File: config.mk
export PLATFORM = sky130hd
export DESIGN_NAME = dram_ctrl
export DESIGN_NICKNAME = d
export VERILOG_FILES = /design/src/rtl/dram_ctrl.v
export VERILOG_INCLUDE_DIRS = /design/src /design/src/rtl
export SDC_FILE = /design/constraint.sdc
export NUM_CORES = 1
export LEC_CHECK = 0
export ABC_AREA = 1
export BUFFER_PORTS_ARGS = -buffer_cell sky130_fd_sc_hd__buf_2
export CAP_MARGIN = 20
export CORE_AREA = 2 2 94 96
export CTS_BUF_LIST = sky130_fd_sc_hd__clkbuf_4 sky130_fd_sc_hd__clkbuf_8
export DETAILED_ROUTE_END_ITERATION = 6
export DIE_AREA = 0 0 96 98
export GPL_TIMING_DRIVEN = 1
export PLACE_DENSITY_LB_ADDON = 0.1
export SETUP_SLACK_MARGIN = 0.1
export SLEW_MARGIN = 20
export SYNTH_ARGS = -nofsm -noshare
export SYNTH_HDL_FRONTEND = slang
export SYNTH_SLANG_ARGS = --single-unit
File: constraint.sdc
create_clock -name sys_clk_i -period 2 [get_ports sys_clk_i]
set_input_delay 0.4 -clock sys_clk_i [delete_from_list [all_inputs] [get_ports sys_clk_i]]
set_output_delay 0.4 -clock sys_clk_i [all_outputs]
set_load 0.02 [all_outputs]
File: src/rtl/dram_ctrl_map.vh
// Timing and geometry constants for the 16k x 1 dynamic RAM controller.
// Assumes a 25 MHz system clock; counts derive from times in ns.
`ifndef DRAM_CTRL_MAP_VH
`define DRAM_CTRL_MAP_VH
`define CLK_PERIOD_NS       40
`define ADDR_HALF_W         7
`define ROW_COUNT           128
// Refresh period 2 ms, spread as one row cycle per slot
`define REFRESH_PERIOD_NS   2000000
`define REFRESH_SLOT_CYC    ((`REFRESH_PERIOD_NS / `ROW_COUNT) / `CLK_PERIOD_NS)
`define WARMUP_CYCLES       8
// Strobe phase minimum times in ns, rounded up to cycles
`define ROW_SETUP_NS        40
`define ROW_TO_COL_NS       80
`define COL_ACCESS_NS       160
`define PRECHARGE_NS        120
`define NS_TO_CYC(t)        (((t) + `CLK_PERIOD_NS - 1) / `CLK_PERIOD_NS)
`define ROW_SETUP_CYC       `NS_TO_CYC(`ROW_SETUP_NS)
`define ROW_TO_COL_CYC      `NS_TO_CYC(`ROW_TO_COL_NS)
`define COL_ACCESS_CYC      `NS_TO_CYC(`COL_ACCESS_NS)
`define PRECHARGE_CYC       `NS_TO_CYC(`PRECHARGE_NS)
`endif

File: src/rtl/dram_ctrl.v
// Controller for a 16k x 1 multiplexed-address dynamic RAM.
// Assumes the RAM sits on the strobe pins; data out pin sampled synchronously.
//
// Functional notes
// - Row and column halves share the address pins, each with own strobe.
// - Controller refreshes every cell at least every 2 ms.
// - Each row strobe cycle refreshes one row; 128 distinct rows per period.
// - Controller runs warm-up cycles after power-up reset only; a missed refresh does not restart them.
// - Address stable at row strobe fall.
// - Address stable at column strobe fall.
// - In reads, write strobe stays high while column strobe is low.
// - Early write: write strobe falls in the same cycle as column strobe; output released.
// - Page mode keeps row strobe low while column strobe cycles; not used here, row strobe rises with each column.
// - At least 8 row strobe cycles after power-up before use.
`timescale 1ns/1ps
`include "dram_ctrl_map.vh"

module dram_ctrl #(
  parameter REFRESH_SLOT = `REFRESH_SLOT_CYC  // Cycles between refresh rows
) (
  input  wire        sys_clk_i,    // System clock, 25 MHz
  input  wire        resetn_i,     // Synchronous reset, active low
  input  wire        req_i,        // Access request, level, taken when ready
  input  wire        we_i,         // 1 write, 0 read
  input  wire [13:0] addr_i,       // Word address, row in upper half
  input  wire        wdata_i,      // Write data bit
  output reg         ready_o,      // Idle and warmed up, accepts request
  output reg         rdata_o,      // Read data bit
  output reg         rvalid_o,     // One-cycle pulse with read data
  output reg         wdone_o,      // One-cycle pulse when write ends
  output reg         row_strobe_n_o, // Row address strobe, active low
  output reg         col_strobe_n_o, // Column address strobe, active low
  output reg         write_n_o,    // Write strobe, active low
  output reg  [6:0]  mem_addr_o,   // Multiplexed address pins
  output reg         data_input_o, // To device data input pin
  input  wire        data_out_i    // From device data output pin
);

  localparam [6:0] S_IDLE = 7'h01;
  localparam [6:0] S_ROW  = 7'h02;
  localparam [6:0] S_RCD  = 7'h04;
  localparam [6:0] S_COL  = 7'h08;
  localparam [6:0] S_PRE  = 7'h10;
  localparam [6:0] S_REF  = 7'h20;
  localparam [6:0] S_RSET = 7'h40;
  localparam [15:0] SLOT  = REFRESH_SLOT[15:0];

  reg [6:0]  state_q;
  reg [7:0]  wait_q;
  reg [15:0] ref_cnt_q;
  reg        ref_due_q;
  reg [6:0]  ref_row_q;
  reg [3:0]  warm_q;
  reg        we_q;
  reg [6:0]  col_q;

  // Cycle counts as 8-bit values for the phase timer
  function [7:0] cyc;
    input integer n;
    begin
      cyc = n[7:0];
    end
  endfunction

  // Refresh slot timer; a due flag survives a busy access so no slot is lost
  always @(posedge sys_clk_i) begin
    if (!resetn_i) begin
      ref_cnt_q <= 16'h0000;
      ref_due_q <= 1'b0;
    end else begin
      if (ref_cnt_q >= SLOT - 16'h0001) begin
        ref_cnt_q <= 16'h0000;
        ref_due_q <= 1'b1;
      end else begin
        ref_cnt_q <= ref_cnt_q + 16'h0001;
        if (state_q == S_REF && wait_q == 8'h00)
          ref_due_q <= 1'b0;
      end
    end
  end

  // Strobe sequencer; refresh wins over a pending request
  always @(posedge sys_clk_i) begin
    if (!resetn_i) begin
      state_q        <= S_IDLE;
      wait_q         <= 8'h00;
      ref_row_q      <= 7'h00;
      warm_q         <= 4'h0;
      we_q           <= 1'b0;
      col_q          <= 7'h00;
      ready_o        <= 1'b0;
      rdata_o        <= 1'b0;
      rvalid_o       <= 1'b0;
      wdone_o        <= 1'b0;
      row_strobe_n_o <= 1'b1;
      col_strobe_n_o <= 1'b1;
      write_n_o      <= 1'b1;
      mem_addr_o     <= 7'h00;
      data_input_o   <= 1'b0;
    end else begin
      rvalid_o <= 1'b0;
      wdone_o  <= 1'b0;
      case (state_q)
        S_IDLE: begin
          if (ref_due_q || warm_q < `WARMUP_CYCLES) begin
            ready_o    <= 1'b0;
            mem_addr_o <= ref_row_q;
            wait_q     <= cyc(`ROW_SETUP_CYC);
            state_q    <= S_RSET;
          end else if (req_i && ready_o) begin
            ready_o      <= 1'b0;
            we_q         <= we_i;
            col_q        <= addr_i[6:0];
            mem_addr_o   <= addr_i[13:7];
            data_input_o <= wdata_i;
            wait_q       <= cyc(`ROW_SETUP_CYC);
            state_q      <= S_ROW;
          end else begin
            ready_o <= 1'b1;
          end
        end
        S_RSET: begin
          if (wait_q > 8'h01) begin
            wait_q <= wait_q - 8'h01;
          end else begin
            row_strobe_n_o <= 1'b0;  // Row-only cycle, column strobe held high
            wait_q         <= cyc(`COL_ACCESS_CYC + `ROW_TO_COL_CYC);
            state_q        <= S_REF;
          end
        end
        S_REF: begin
          if (wait_q != 8'h00) begin
            wait_q <= wait_q - 8'h01;
          end else begin
            row_strobe_n_o <= 1'b1;
            ref_row_q      <= ref_row_q + 7'h01;
            if (warm_q < `WARMUP_CYCLES)
              warm_q <= warm_q + 4'h1;
            wait_q  <= cyc(`PRECHARGE_CYC);
            state_q <= S_PRE;
          end
        end
        S_ROW: begin
          // Address held from before the fall
          if (wait_q > 8'h01) begin
            wait_q <= wait_q - 8'h01;
          end else begin
            row_strobe_n_o <= 1'b0;
            wait_q         <= cyc(`ROW_TO_COL_CYC);
            state_q        <= S_RCD;
          end
        end
        S_RCD: begin
          if (wait_q > 8'h01) begin
            wait_q <= wait_q - 8'h01;
            if (wait_q == 8'h02)
              mem_addr_o <= col_q;  // Column half ahead of its strobe
          end else begin
            col_strobe_n_o <= 1'b0;
            // Early write: write strobe falls in the same cycle as the column strobe, not before it
            write_n_o      <= ~we_q;
            wait_q         <= cyc(`COL_ACCESS_CYC);
            state_q        <= S_COL;
          end
        end
        S_COL: begin
          if (wait_q > 8'h01) begin
            wait_q <= wait_q - 8'h01;
          end else begin
            // Sample before the column strobe rises and output is released
            if (!we_q) begin
              rdata_o  <= data_out_i;
              rvalid_o <= 1'b1;
            end else begin
              wdone_o <= 1'b1;
            end
            col_strobe_n_o <= 1'b1;
            // Row closes with the column; single-column cycles only
            row_strobe_n_o <= 1'b1;
            write_n_o      <= 1'b1;
            wait_q         <= cyc(`PRECHARGE_CYC);
            state_q        <= S_PRE;
          end
        end
        S_PRE: begin
          // Precharge before the next row fall
          if (wait_q > 8'h01) begin
            wait_q <= wait_q - 8'h01;
          end else begin
            state_q <= S_IDLE;
          end
        end
        default: begin
          state_q <= S_IDLE;
        end
      endcase
    end
  end

endmodule // dram_ctrl

== After elaboration in Yosys (flattened, before gate mapping) ==
Cells that the tools add are included.
Storage, ports and cells
  bits in latches: 0
  bits in read-only memories: 0
  input port bits: 20
  logic and storage cells: 107
  output and inout bits: 15
  bits in writable memories: 0
  register bits: 66
  memories: 0
Operators by class
  $lt $le $gt $ge: 3
  add/sub/neg operators: 4
  multiply operators: 0
  bitwise operators: 6
  eq/ne operators: 19
  muxes and demuxes: 36
  divide/modulo/power cells: 0
  reduce and logical (&&, ||, !) cells: 22
  shift-type cells: 0
Operators with widths (number)
  $mux W7: 12
  $mux W8: 8
  $pmux W8 S7: 1
  $pmux W7 S7: 1
  $ne A2 B2 Y1 const B: 10
  $add A16 B1 Y16 const B: 1
  $ge A16 B9 Y1 const B: 1
  $reduce_and A3 Y1: 5
  $pmux W7 S2: 1
  $mux W1: 10
  $eq A8 B2 Y1 const B: 1
  $gt A8 B1 Y1 const B: 1
  $logic_not A8 Y1: 1
  $reduce_and A4 Y1: 2
  $reduce_bool A8 Y1: 1
  $sub A8 B1 Y8 const B: 1
  $add A7 B1 Y7 const B: 1
  $eq A7 B1 Y1 const B: 1
  $eq A7 B2 Y1 const B: 1
  $eq A7 B3 Y1 const B: 1
  $eq A7 B4 Y1 const B: 1
  $eq A7 B5 Y1 const B: 1
  $eq A7 B6 Y1 const B: 1
  $eq A7 B7 Y1 const B: 1
  other kinds (15): 25

== Depth between registers and ports, before layout ==
Gate-level depths: netlist of the first run.
  depth in word-level cells: 4
  depth in mapped cells: 13
  depth with buffers taken out: 13

== Worst setup path before layout of the first run ==
No wires, ideal clock.
  path type: register to register
  start point: register wait_q[0]
  end point: register mem_addr_o[0]
  cell stages (with the launch flop): 12
  buffers on the path: 1
  data arrival time: 1.520 ns
  setup slack: 0.367 ns
  cells stage by stage: dfxtp_1 inv_1 ha_1 o21ai_2 nor2_8 nand2_2 nand2_2 a21oi_4 buf_6 nand2_1 nand2_1 nor2_1
On the way
  longest elaborated chain between the ends: 3
  elaborated cells between the ends (all ways): 5
  those cells by class: 1 x order compare; 3 x eq/ne; 1 x reduce/logical
RTL lines
  start: declaration: RTL line dram_ctrl.v:49  | reg [7:0] wait_q;
  start signal: assignment: RTL line dram_ctrl.v:108  | wait_q <= cyc(`ROW_SETUP_CYC);
  start signal: assignment: RTL line dram_ctrl.v:116  | wait_q <= cyc(`ROW_SETUP_CYC);
  start signal: assignment: RTL line dram_ctrl.v:124  | wait_q <= wait_q - 8'h01;
  $gt A8 B1 Y1 / $eq A8 B2 Y1 (equally long branches): RTL line dram_ctrl.v:154, dram_ctrl.v:156
  $ne A2 B2 Y1 (no line)
  $reduce_and A4 Y1 (no line) (*)
  end signal: assignment: RTL line dram_ctrl.v:107  | mem_addr_o <= ref_row_q;
  end signal: assignment: RTL line dram_ctrl.v:114  | mem_addr_o <= addr_i[13:7];
  end signal: assignment: RTL line dram_ctrl.v:157  | mem_addr_o <= col_q;
  end: declaration: RTL line dram_ctrl.v:34  | output reg [6:0] mem_addr_o,
Mark *: on every way between the ends. The rest lies on a longest branch, timed or not.
A chain may end at the register's enable or synchronous reset.

== Worst setup path in the final report of the first run ==
  start point: register wait_q[1]
  end point: register ref_row_q[4]
On the way
  longest elaborated chain between the ends: 3
RTL lines
  $reduce_bool A8 Y1: RTL line dram_ctrl.v:132  | if (wait_q != 8'h00) begin
  $not A1 Y1 (no line)
  $reduce_and A2 Y1 (no line)
  end signal: assignment: RTL line dram_ctrl.v:136  | ref_row_q <= ref_row_q + 7'h01;
  end: declaration: RTL line dram_ctrl.v:52  | reg [6:0] ref_row_q;
Every way passes these cells.

==> results of run 1 <==
==> routing by layer <==
metal,global-route usage,part of all wire,vias up
met5,0,0,-
met4,0.08022,0.022,0
met3,0.03472,0.029,13
met2,0.2906,0.48,42
met1,0.2122,0.47,1350
li1,-,-,1606
==> cells in the mapped netlist (2+ instances only) <==
cell / instances
o21ai_1: 3
nor3_1: 8
inv_4: 2
nor2_8: 2
inv_2: 9
dfxtp_1: 66
nand2_2: 9
nand3_1: 21
buf_2: 5
a21oi_1: 30
nor3b_1: 4
nand3_2: 2
o211ai_1: 8
buf_6: 2
inv_1: 63
nor2_1: 60
o21ai_0: 22
nor2_4: 3
xor2_1: 3
clkbuf_1: 3
nand2_4: 2
a31oi_1: 3
nand2_1: 122
nor2_2: 9
ha_1: 8
nand4_1: 5
==> registers in the layout, summed over array words and instances, names as in the netlist <==
name            flops
col_q               7
col_strobe_n_o      1
data_input_o        1
mem_addr_o          7
rdata_o             1
ready_o             1
ref_cnt_q          16
ref_due_q           1
ref_row_q           7
row_strobe_n_o      1
rvalid_o            1
state_q             7
wait_q              8
warm_q              4
wdone_o             1
we_q                1
write_n_o           1
==> stage by stage <==
stage	cell area, um2	hold slack (ns)	utilization	setup slack, ns
floorplan	3383	0.4245	-	0.3671
global placement	3656	0.4273	0.4319	0.1276
detailed placement	3656	0.4364	0.4319	0.1364
CTS	3897	0.3053	0.4604	0.1269
global route	3955	0.3237	0.4672	0.09418
finish	3955	0.3104	0.4672	0.2898
==> cell usage in the layout (no fill, tap or decap), drive strengths merged <==
cell type / netlist / layout
conb: 1 / 7
o211ai: 8 / 8
buf: 8 / 40
dfxtp: 66 / 66
nor3: 9 / 9
xor2: 3 / 3
ha: 8 / 8
nor3b: 5 / 5
inv: 74 / 74
a31oi: 3 / 3
clkbuf: 3 / 9
a21oi: 32 / 32
bufinv: 0 / 3
clkinv: 1 / 5
or2: 3 / 3
nor2: 74 / 74
o21ai: 26 / 26
nand2: 133 / 133
nand3: 23 / 23
nand4: 6 / 6
==> timing repair <==
action / in CTS / in global routing
gates resized for setup: 0 / 9
hold buffers: 0 / 0
buffers inserted: 0 / 2
endpoints found under the setup margin: 0 / 23
==> power by group through the flow <==
| stage | logic (mW) | registers (mW) | clock network, mW |
|---|---|---|---|
| floorplan | 1.60 | 1.72 | 0 |
| global placement | 2.08 | 1.64 | 0 |
| detailed placement | 2.08 | 1.64 | 0 |
| CTS | 2.08 | 1.62 | 1.41 |
| global route | 2.49 | 1.65 | 1.46 |
| finish | 2.20 | 1.62 | 1.38 |
==> worst max-delay path by stage <==
stage | startpoint | to | slack, ns | depth (start not counted)
2_1_floorplan | wait_q[0] | mem_addr_o[0] | 0.37 | 11
3_3_place_gp | wait_q[0] | mem_addr_o[6] | 0.13 | 10
3_5_place_dp | wait_q[0] | mem_addr_o[6] | 0.14 | 10
4_1_cts | wait_q[0] | mem_addr_o[6] | 0.13 | 10
5_1_grt | wait_q[0] | ref_row_q[4] | 0.09 | 11
6_report | wait_q[1] | ref_row_q[4] | 0.29 | 11
==> kinds of logic (layout without fill, tap and decap cells) <==
family          after synthesis  count (layout)  synth area share
compound gates               69              69            0.1154
xor+xnor                      3               3          0.007820
fa+ha+maj                     8               8           0.02979
buf+inv                      86             131            0.1039
flops                        66              66            0.3932
other cells                   1               7          0.001116
simple gates                253             253            0.3488
==> critical path: cells and delay by family, from the launching register on <==
family | cells | cell delay (ns)
flops | 1 | 0.34
fa+ha+maj | 1 | 0.19
simple gates | 8 | 0.89
buf+inv | 2 | 0.18
==> cell type report <==
class | count | area share
clock buffer | 9 | 0.03132
clock inverter | 7 | 0.02974
tap | 108 | 0.03417
multi-input combinational | 340 | 0.4404
timing repair buffer | 40 | 0.05758
inverter | 75 | 0.07245
sequential | 66 | 0.3344
==> impl_metrics.env, run 1 <==
export IMPL_die_area_um2=9408
export IMPL_cp_data_required_time_ns=2.25
export IMPL_grt_total_usage=0.1741
export IMPL_p_clk_frac=0.265
export IMPL_ys_ff_latch=66
export IMPL_maxCapViolations=0
export IMPL_drt_wl_total_um=7545
export IMPL_holdPathStages=3
export IMPL_worstHoldStart="data_out_i"
export IMPL_arrival_ns=1.96
export IMPL_cpMostUsedCell="nand2_1"
export IMPL_period_share=0.8551
export IMPL_fillers=860
export IMPL_syn_area_um2=3361
export IMPL_setup_tns_ns=0
export IMPL_placedCellCount=627
export IMPL_p_switching_mw=2.126
export IMPL_start_util=0.3970
export IMPL_grt_antenna_before_repair=0
export IMPL_grt_pass1_vias=2936
export IMPL_cts_tree="yes"
export IMPL_layout_drive_gt1_share=0.1993
export IMPL_coreArea_um2=8466
export IMPL_power_internal_mw=3.072
export IMPL_power_frac_comb=0.423
export IMPL_grt_max_degree=26
export IMPL_hpwlAfterDp_um=5576
export IMPL_antenna_left=0
export IMPL_clock_latency_ns=0.36
export IMPL_ys_types=38
export IMPL_yosysTopAreaCellShare=0.3931
export IMPL_cts_max_path_buffers=2
export IMPL_ios=35
export IMPL_fp_dieH_um=98
export IMPL_finalNonFillerCells=645
export IMPL_worstSetupPathType="reg -> reg"
export IMPL_synth_seq_area_share=0.3931
export IMPL_htreeDepth=3
export IMPL_synthFlopType="dfxtp_1"
export IMPL_wl_per_cell_um=11.70
export IMPL_fmax_mhz=584.7
export IMPL_synth_top_area_cell="dfxtp_1"
export IMPL_cts_made_buffers=9
export IMPL_min_period_ns=1.710
export IMPL_firstDrtPassIters=4
export IMPL_pwr_share_seq=0.311
export IMPL_drt_iter0_drc=109
export IMPL_reg2regPathDepth=11
export IMPL_path_max_fanout=12
export IMPL_clock_sinks=66
export IMPL_leakagePower_nw=1.900
export IMPL_path_clk_slew_ns=0.07
export IMPL_finalHoldViolCount=0
export IMPL_route_detailed_drc=0
export IMPL_r2r_end="ref_row_q[4]"
export IMPL_rows=34
export IMPL_rsz0062_at_grt="false"
export IMPL_synthCells=486
export IMPL_finalSetupViolCount=0
export IMPL_startpoint_type="flip-flop"
export IMPL_synth_edff_count=0
export IMPL_worstPathCellList="inv_1 > ha_2 > nand2_1 > nor2_2 > nand2_2 > nor2_8 > inv_4 > nor3_4 > nand3_1 > nand2_1 > nor2_1"
export IMPL_avgViaCountPerCell=4.668
export IMPL_p_total_mw=5.198
export IMPL_maxSlewViolCount=0
export IMPL_grt_ovfl_total=0
export IMPL_power_density_nw_per_um2=1314
export IMPL_layout_nets=560
export IMPL_avgSynthCellArea_um2=6.915
export IMPL_die_w_um=96
export IMPL_critPathMaxStageDelay_ns=0.34
export IMPL_slowest_stage="dfxtp_1"
export IMPL_ys_top_cells_by_area="dfxtp_1, nand2_1, inv_1"
export IMPL_async_flop_share=0
export IMPL_ir_drop_v=0.0005415
export IMPL_numPortBuffers=34
export IMPL_outcome="complete, no violations"
export IMPL_skew_ns=0.009540
export IMPL_switching_share=0.4090
export IMPL_num_vias=3011
export IMPL_cts_root_buffer="clkbuf_8"
export IMPL_syn_to_final_growth_pct=17.68
export IMPL_worstReg2RegStart="wait_q[1]"
export IMPL_timing_reg2reg_setup_slack_ns=0.29
export IMPL_grt_pass1_wl_um=12880
export IMPL_regArea_um2=1323
export IMPL_min_path_type="in -> reg"
export IMPL_yosysWarnings=0
export IMPL_min_to="rdata_o"
export IMPL_end_kind="flip-flop"
export IMPL_antennaDiodeCount=0
export IMPL_place_gp_congestion=0.9222
export IMPL_multi_input_area_um2=1742
No activity file was read; power rests on OpenSTA's default activity.
==> run 2: changes to the inputs <==
==> constraint.sdc (replaced) <==
create_clock -name sys_clk_i -period 2.2 [get_ports sys_clk_i]
set_input_delay 0.33 -clock sys_clk_i [delete_from_list [all_inputs] [get_ports sys_clk_i]]
set_output_delay 0.33 -clock sys_clk_i [all_outputs]
set_load 0.02 [all_outputs]
==> run 2 against run 1 <==
Critical endpoint is now mem_addr_o[6]. Sequential cell count is the same. Hold slack got worse by 0.044 ns. Largest power group unchanged. Via count down 0.23%. Critical path type unchanged. Routed wire length up 0.61%. Final cell count decreased by 0.47%. Sequential share of layout area up 1.1 points. Non-clock buffer count down 3. Maximum frequency is 9.4% lower. Largest cell class unchanged. Worst setup slack gained 0.022 ns. Sequential power fell by 9%. Global-route usage rose by 0.20 points.
==> impl_metrics.env, run 2 (synthesized netlist as in run 1, its figures left out) <==
export IMPL_outcome="complete, no violations"
export IMPL_wl_met1_um=3654
export IMPL_wl_met2_um=3552
export IMPL_cts_resized=0
export IMPL_path_clk_slew_ns=0.08
export IMPL_clock_sinks=66
export IMPL_cts_made_buffers=9
export IMPL_slowest_stage="dfxtp_1"
export IMPL_fillers=895
export IMPL_setup_tns_ns=0
export IMPL_ios=35
export IMPL_leakagePower_nw=1.837
export IMPL_p_clk_frac=0.219
export IMPL_critPathMaxStageDelay_ns=0.37
export IMPL_arrival_ns=2.13
export IMPL_mostFrequentLayoutCell="nand2_1"
export IMPL_rows=34
export IMPL_antennaDiodeCount=0
export IMPL_wl_per_cell_um=11.82
export IMPL_finalSetupViolCount=0
export IMPL_antenna_left=0
export IMPL_worstSetupPathType="reg -> reg"
export IMPL_fp_dieH_um=98
export IMPL_r2r_end="mem_addr_o[6]"
export IMPL_clock_latency_ns=0.34
export IMPL_post_cts_setup_buffers=0
export IMPL_route_detailed_drc=0
export IMPL_layout_nets=557
export IMPL_postCtsHoldBufs=0
export IMPL_hold_slack_ns=0.2667
export IMPL_power_density_nw_per_um2=1121
export IMPL_tightestPinTransition_ns=0.5969
export IMPL_dpl_worst_slack_ns=0.3163
export IMPL_die_area_um2=9408
export IMPL_fin_ws_ns=0.3117
export IMPL_power_internal_mw=2.394
export IMPL_firstDrtPassIters=4
export IMPL_die_w_um=96
export IMPL_worstReg2RegStart="wait_q[0]"
export IMPL_worstPathCellList="inv_1 > ha_1 > o21ai_2 > nor2_8 > nand2_2 > nand2_2 > a21oi_4 > nand2_1 > nand2_1 > nor2_1"
export IMPL_numPortBuffers=34
export IMPL_grt_max_degree=20
export IMPL_p_switching_mw=1.899
export IMPL_syn_to_final_growth_pct=13.96
export IMPL_avgViaCountPerCell=4.679
export IMPL_largestRegisters="ref_cnt_q (16), wait_q (8)"
export IMPL_reg2regPathDepth=10
export IMPL_skew_ns=0.01140
export IMPL_holdPathStages=3
export IMPL_max_slew_margin_rel=0.6016
export IMPL_htreeDepth=3
export IMPL_grt_pass1_wl_um=12930
export IMPL_layout_drive_gt1_share=0.1854
export IMPL_worstHoldStart="addr_i[0]"
export IMPL_rsz0062_at_grt="false"
export IMPL_grt_total_usage=0.1761
export IMPL_start_util=0.3970
export IMPL_ir_drop_v=0.0005390
export IMPL_most_common_layout_cells="nand2_1, dfxtp_1, inv_1"
export IMPL_cts_max_path_buffers=2
export IMPL_cts_tree="yes"
export IMPL_grt_ovfl_total=0
export IMPL_met3_length_um=263
export IMPL_power_frac_comb=0.439
export IMPL_min_to="col_q[0]"
export IMPL_finalHoldViolCount=0
export IMPL_period_share=0.8583
export IMPL_routed_top_layer="met4"
export IMPL_drt_iter0_drc=90
export IMPL_grt_pass1_vias=2827
export IMPL_pwr_share_seq=0.342
export IMPL_p_total_mw=4.293
export IMPL_cts_root_buffer="clkbuf_8"
export IMPL_maxSlewViolCount=0
export IMPL_largest_reg_flops=16
export IMPL_hpwlAfterDp_um=5628
export IMPL_place_gp_congestion=0.9529
export IMPL_maxCapViolations=0
export IMPL_path_max_fanout=14
export IMPL_min_period_ns=1.888
export IMPL_startpoint_type="flip-flop"
export IMPL_end_kind="flip-flop"
export IMPL_top_register="ref_cnt_q"
export IMPL_grt_antenna_before_repair=0
export IMPL_switching_share=0.4423
export IMPL_coreArea_um2=8466
export IMPL_num_vias=3004
export IMPL_min_path_type="in -> reg"
export IMPL_timing_reg2reg_setup_slack_ns=0.31
export IMPL_fmax_mhz=529.6
export IMPL_cp_data_required_time_ns=2.44
export IMPL_drt_wl_total_um=7591
export IMPL_startpoint="wait_q[0]"
## run 2: how the worst max path moves through the flow
stage,endpoint,slack (ns)
final,mem_addr_o[6],0.31
after global routing,ref_row_q[4],0.11
after CTS,mem_addr_o[6],0.32
after detailed placement,mem_addr_o[6],0.32
after global placement,mem_addr_o[6],0.34
after floorplan,mem_addr_o[0],0.57
## run 2: layout make-up
type | count | area (um2) | share of cell area
Clock buffer | 10 | 137.6 | 0.03594
Clock inverter | 6 | 41.29 | 0.01078
Inverter | 75 | 286.5 | 0.07481
Multi-Input combinational cell | 340 | 1715 | 0.4479
Sequential cell | 66 | 1321 | 0.3450
Tap cell | 108 | 135.1 | 0.03528
Timing Repair Buffer | 37 | 192.7 | 0.05031
## run 2: power by group through the flow
| stage | registers [mW] | logic [mW] | clock network [mW] |
|---|---|---|---|
| final | 1.47 | 1.88 | 0.940 |
| after global routing | 1.49 | 2.16 | 1.03 |
| after CTS | 1.47 | 1.89 | 0.972 |
| after detailed placement | 1.50 | 1.88 | 0 |
| after global placement | 1.49 | 1.88 | 0 |
| after floorplan | 1.56 | 1.45 | 0 |
## run 2: stage by stage
| stage | instance area [um2] | instances | util |
|---|---|---|---|
| 6_report | 3830 | 642 | 0.4524 |
| 4_1_cts | 3827 | 642 | 0.4521 |
| 2_1_floorplan | 3383 | 492 | - |
| 5_1_grt | 3830 | 642 | 0.4524 |
| 3_5_place_dp | 3649 | 626 | 0.4310 |
| 3_3_place_gp | 3649 | 626 | 0.4310 |
## run 2: critical path, delay by kind of cell (launching register included)
kind | cells | cell delay, ns
buf+inv | 1 | 0.09
simple gates | 6 | 0.51
flops | 1 | 0.37
fa+ha+maj | 1 | 0.23
compound gates | 2 | 0.57
## run 2: layer usage
layer / global-route usage / vias up
li1: - / 1607
met1: 0.2268 / 1327
met2: 0.2815 / 57
met3: 0.04707 / 13
met4: 0.06154 / 0
met5: 0 / -
==> run 3: changes to the inputs <==
Settings changed: ABC_CLOCK_PERIOD_IN_PS from default to 2200, CELL_PAD_IN_SITES_DETAIL_PLACEMENT from default to 2, CELL_PAD_IN_SITES_GLOBAL_PLACEMENT from default to 2, CORE_AREA 2 2 94 96 to 2 2 99 101, DIE_AREA 0 0 96 98 to 0 0 101 103.
==> run 3 against run 2 <==
Sequential share of layout area is 0.99 points lower. Hold slack worse by 0.0073 ns. Clock skew is 0.0029 ns lower.
==> impl_metrics.env, run 3 (synthesized netlist as in run 1, its figures left out) <==
export IMPL_avgViaCountPerCell=4.920
export IMPL_place_gp_congestion=0.8236
export IMPL_worstPathCellList="inv_1 > ha_1 > nand2_1 > nor2_2 > nand2_2 > nor2_8 > inv_4 > nor3_4 > nand3_1 > nand2_1 > nor2_1"
export IMPL_rows=36
export IMPL_grt_total_usage=0.2054
export IMPL_firstDrtPassIters=4
export IMPL_timing_reg2reg_setup_slack_ns=0.32
export IMPL_min_to="col_q[1]"
export IMPL_cts_max_path_buffers=2
export IMPL_most_common_layout_cells="nand2_1, dfxtp_1, inv_1"
export IMPL_cts_tree="yes"
export IMPL_cts_made_buffers=9
export IMPL_reg2regPathDepth=11
export IMPL_die_area_um2=10400
export IMPL_power_density_nw_per_um2=1229
export IMPL_cts_root_buffer="clkbuf_8"
export IMPL_layout_nets=559
export IMPL_syn_to_final_growth_pct=17.31
export IMPL_numPortBuffers=34
export IMPL_startpoint_type="flip-flop"
export IMPL_slowest_stage="dfxtp_1"
export IMPL_leakagePower_nw=1.894
export IMPL_ir_drop_v=0.0005616
export IMPL_power_internal_mw=2.791
export IMPL_holdPathStages=3
export IMPL_mostFrequentLayoutCell="nand2_1"
export IMPL_finalSetupViolCount=0
export IMPL_arrival_ns=2.12
export IMPL_num_vias=3198
export IMPL_worstHoldStart="addr_i[1]"
export IMPL_skew_ns=0.008467
export IMPL_largestRegisters="ref_cnt_q (16), wait_q (8)"
export IMPL_cpMostUsedCell="nand2_1"
export IMPL_start_util=0.3553
export IMPL_path_buf_inv=2
export IMPL_clock_sinks=66
export IMPL_r2r_end="ref_row_q[4]"
export IMPL_antenna_left=0
export IMPL_postCtsHoldBufs=0
export IMPL_outcome="complete, no violations"
export IMPL_maxSlewViolCount=0
export IMPL_min_path_type="in -> reg"
export IMPL_worstReg2RegStart="wait_q[0]"
export IMPL_die_w_um=101
export IMPL_path_clk_slew_ns=0.08
export IMPL_fillers=1164
export IMPL_finalHoldViolCount=0
export IMPL_wl_per_cell_um=15.13
export IMPL_fp_dieH_um=103
export IMPL_pwr_share_seq=0.305
export IMPL_setup_tns_ns=0
export IMPL_tightestPinTransition_ns=0.5907
export IMPL_critPathMaxStageDelay_ns=0.35
export IMPL_regArea_um2=1321
export IMPL_htreeDepth=3
export IMPL_grt_pass1_wl_um=16640
export IMPL_stdcell_area_um2=3943
export IMPL_drt_iter0_drc=53
export IMPL_p_total_mw=4.845
export IMPL_grt_antenna_before_repair=0
export IMPL_switching_share=0.4239
export IMPL_period_share=0.8544
export IMPL_drt_wl_total_um=9832
export IMPL_grt_pass1_vias=3432
export IMPL_ios=35
export IMPL_top_register="ref_cnt_q"
export IMPL_coreArea_um2=9459
export IMPL_p_clk_frac=0.266
export IMPL_largest_reg_flops=16
export IMPL_min_period_ns=1.880
export IMPL_power_frac_comb=0.429
export IMPL_path_delay_family="simple AND/OR/NAND/NOR gates"
export IMPL_fmax_mhz=532.0
export IMPL_grt_ovfl_total=0
export IMPL_grt_max_degree=28
export IMPL_max_slew_margin_rel=0.6058
export IMPL_worstSetupPathType="reg -> reg"
export IMPL_antennaDiodeCount=0
export IMPL_path_depth=11
export IMPL_rsz0062_at_grt="false"
export IMPL_layout_drive_gt1_share=0.1903
export IMPL_maxCapViolations=0
export IMPL_path_max_fanout=12
export IMPL_hpwlAfterDp_um=7390
export IMPL_place_area_um2=3656
export IMPL_p_switching_mw=2.054
export IMPL_multi_input_area_um2=1724
export IMPL_clock_latency_ns=0.35
export IMPL_route_detailed_drc=0
export IMPL_end_kind="flip-flop"
export IMPL_final_util=0.4168
export IMPL_cp_data_required_time_ns=2.44
==> run 3: how the worst max path moves through the flow <==
| stage | start | endpoint | slack (ns) |
|---|---|---|---|
| floorplan | wait_q[0] | mem_addr_o[0] | 0.57 |
| global route | wait_q[0] | wait_q[7] | 0.10 |
| global placement | wait_q[0] | mem_addr_o[0] | 0.35 |
| CTS | wait_q[0] | mem_addr_o[3] | 0.21 |
| finish | wait_q[0] | ref_row_q[4] | 0.32 |
| detailed placement | wait_q[0] | mem_addr_o[2] | 0.28 |
==> run 3: final cells by class <==
cell class	count	share of cell area
Timing Repair Buffer	39	0.05586
Sequential cell	66	0.3351
Clock buffer	9	0.03142
Clock inverter	7	0.03142
Tap cell	114	0.03618
Multi-Input combinational cell	340	0.4373
Inverter	75	0.07268
==> run 3: timing repair <==
item | 4_1_cts | 5_1_grt
endpoints found under the setup margin | 0 | 9
buffers inserted | 0 | 2
resized for setup | 0 | 3
==> run 3: power groups by stage <==
stage | clock network [mW] | registers [mW] | logic (mW)
detailed placement | 0 | 1.51 | 1.99
global placement | 0 | 1.50 | 1.93
CTS | 1.33 | 1.48 | 2.01
global route | 1.38 | 1.50 | 2.38
finish | 1.29 | 1.48 | 2.08
floorplan | 0 | 1.56 | 1.45
==> run 3: metal layers <==
metal	vias to the layer above	wire (um)	track usage
met5	-	0	0
met3	13	280	0.03661
met1	1546	4307	0.2430
li1	1602	-	-
met4	0	148	0.06445
met2	37	5096	0.3779
==> run 3: through the flow <==
step,hold WS (ns),setup slack [ns],cells
6_report,0.2594,0.3202,650
2_1_floorplan,0.4245,0.5671,492
5_1_grt,0.2705,0.1019,650
3_3_place_gp,0.4311,0.3469,632
4_1_cts,0.2439,0.2094,648
3_5_place_dp,0.4425,0.2824,632
==> run 3: tightest hold or removal path, stage by stage <==
cell	delay, ns
buf_2	0.07
o21ai_0	0.07
a21oi_1	0.10
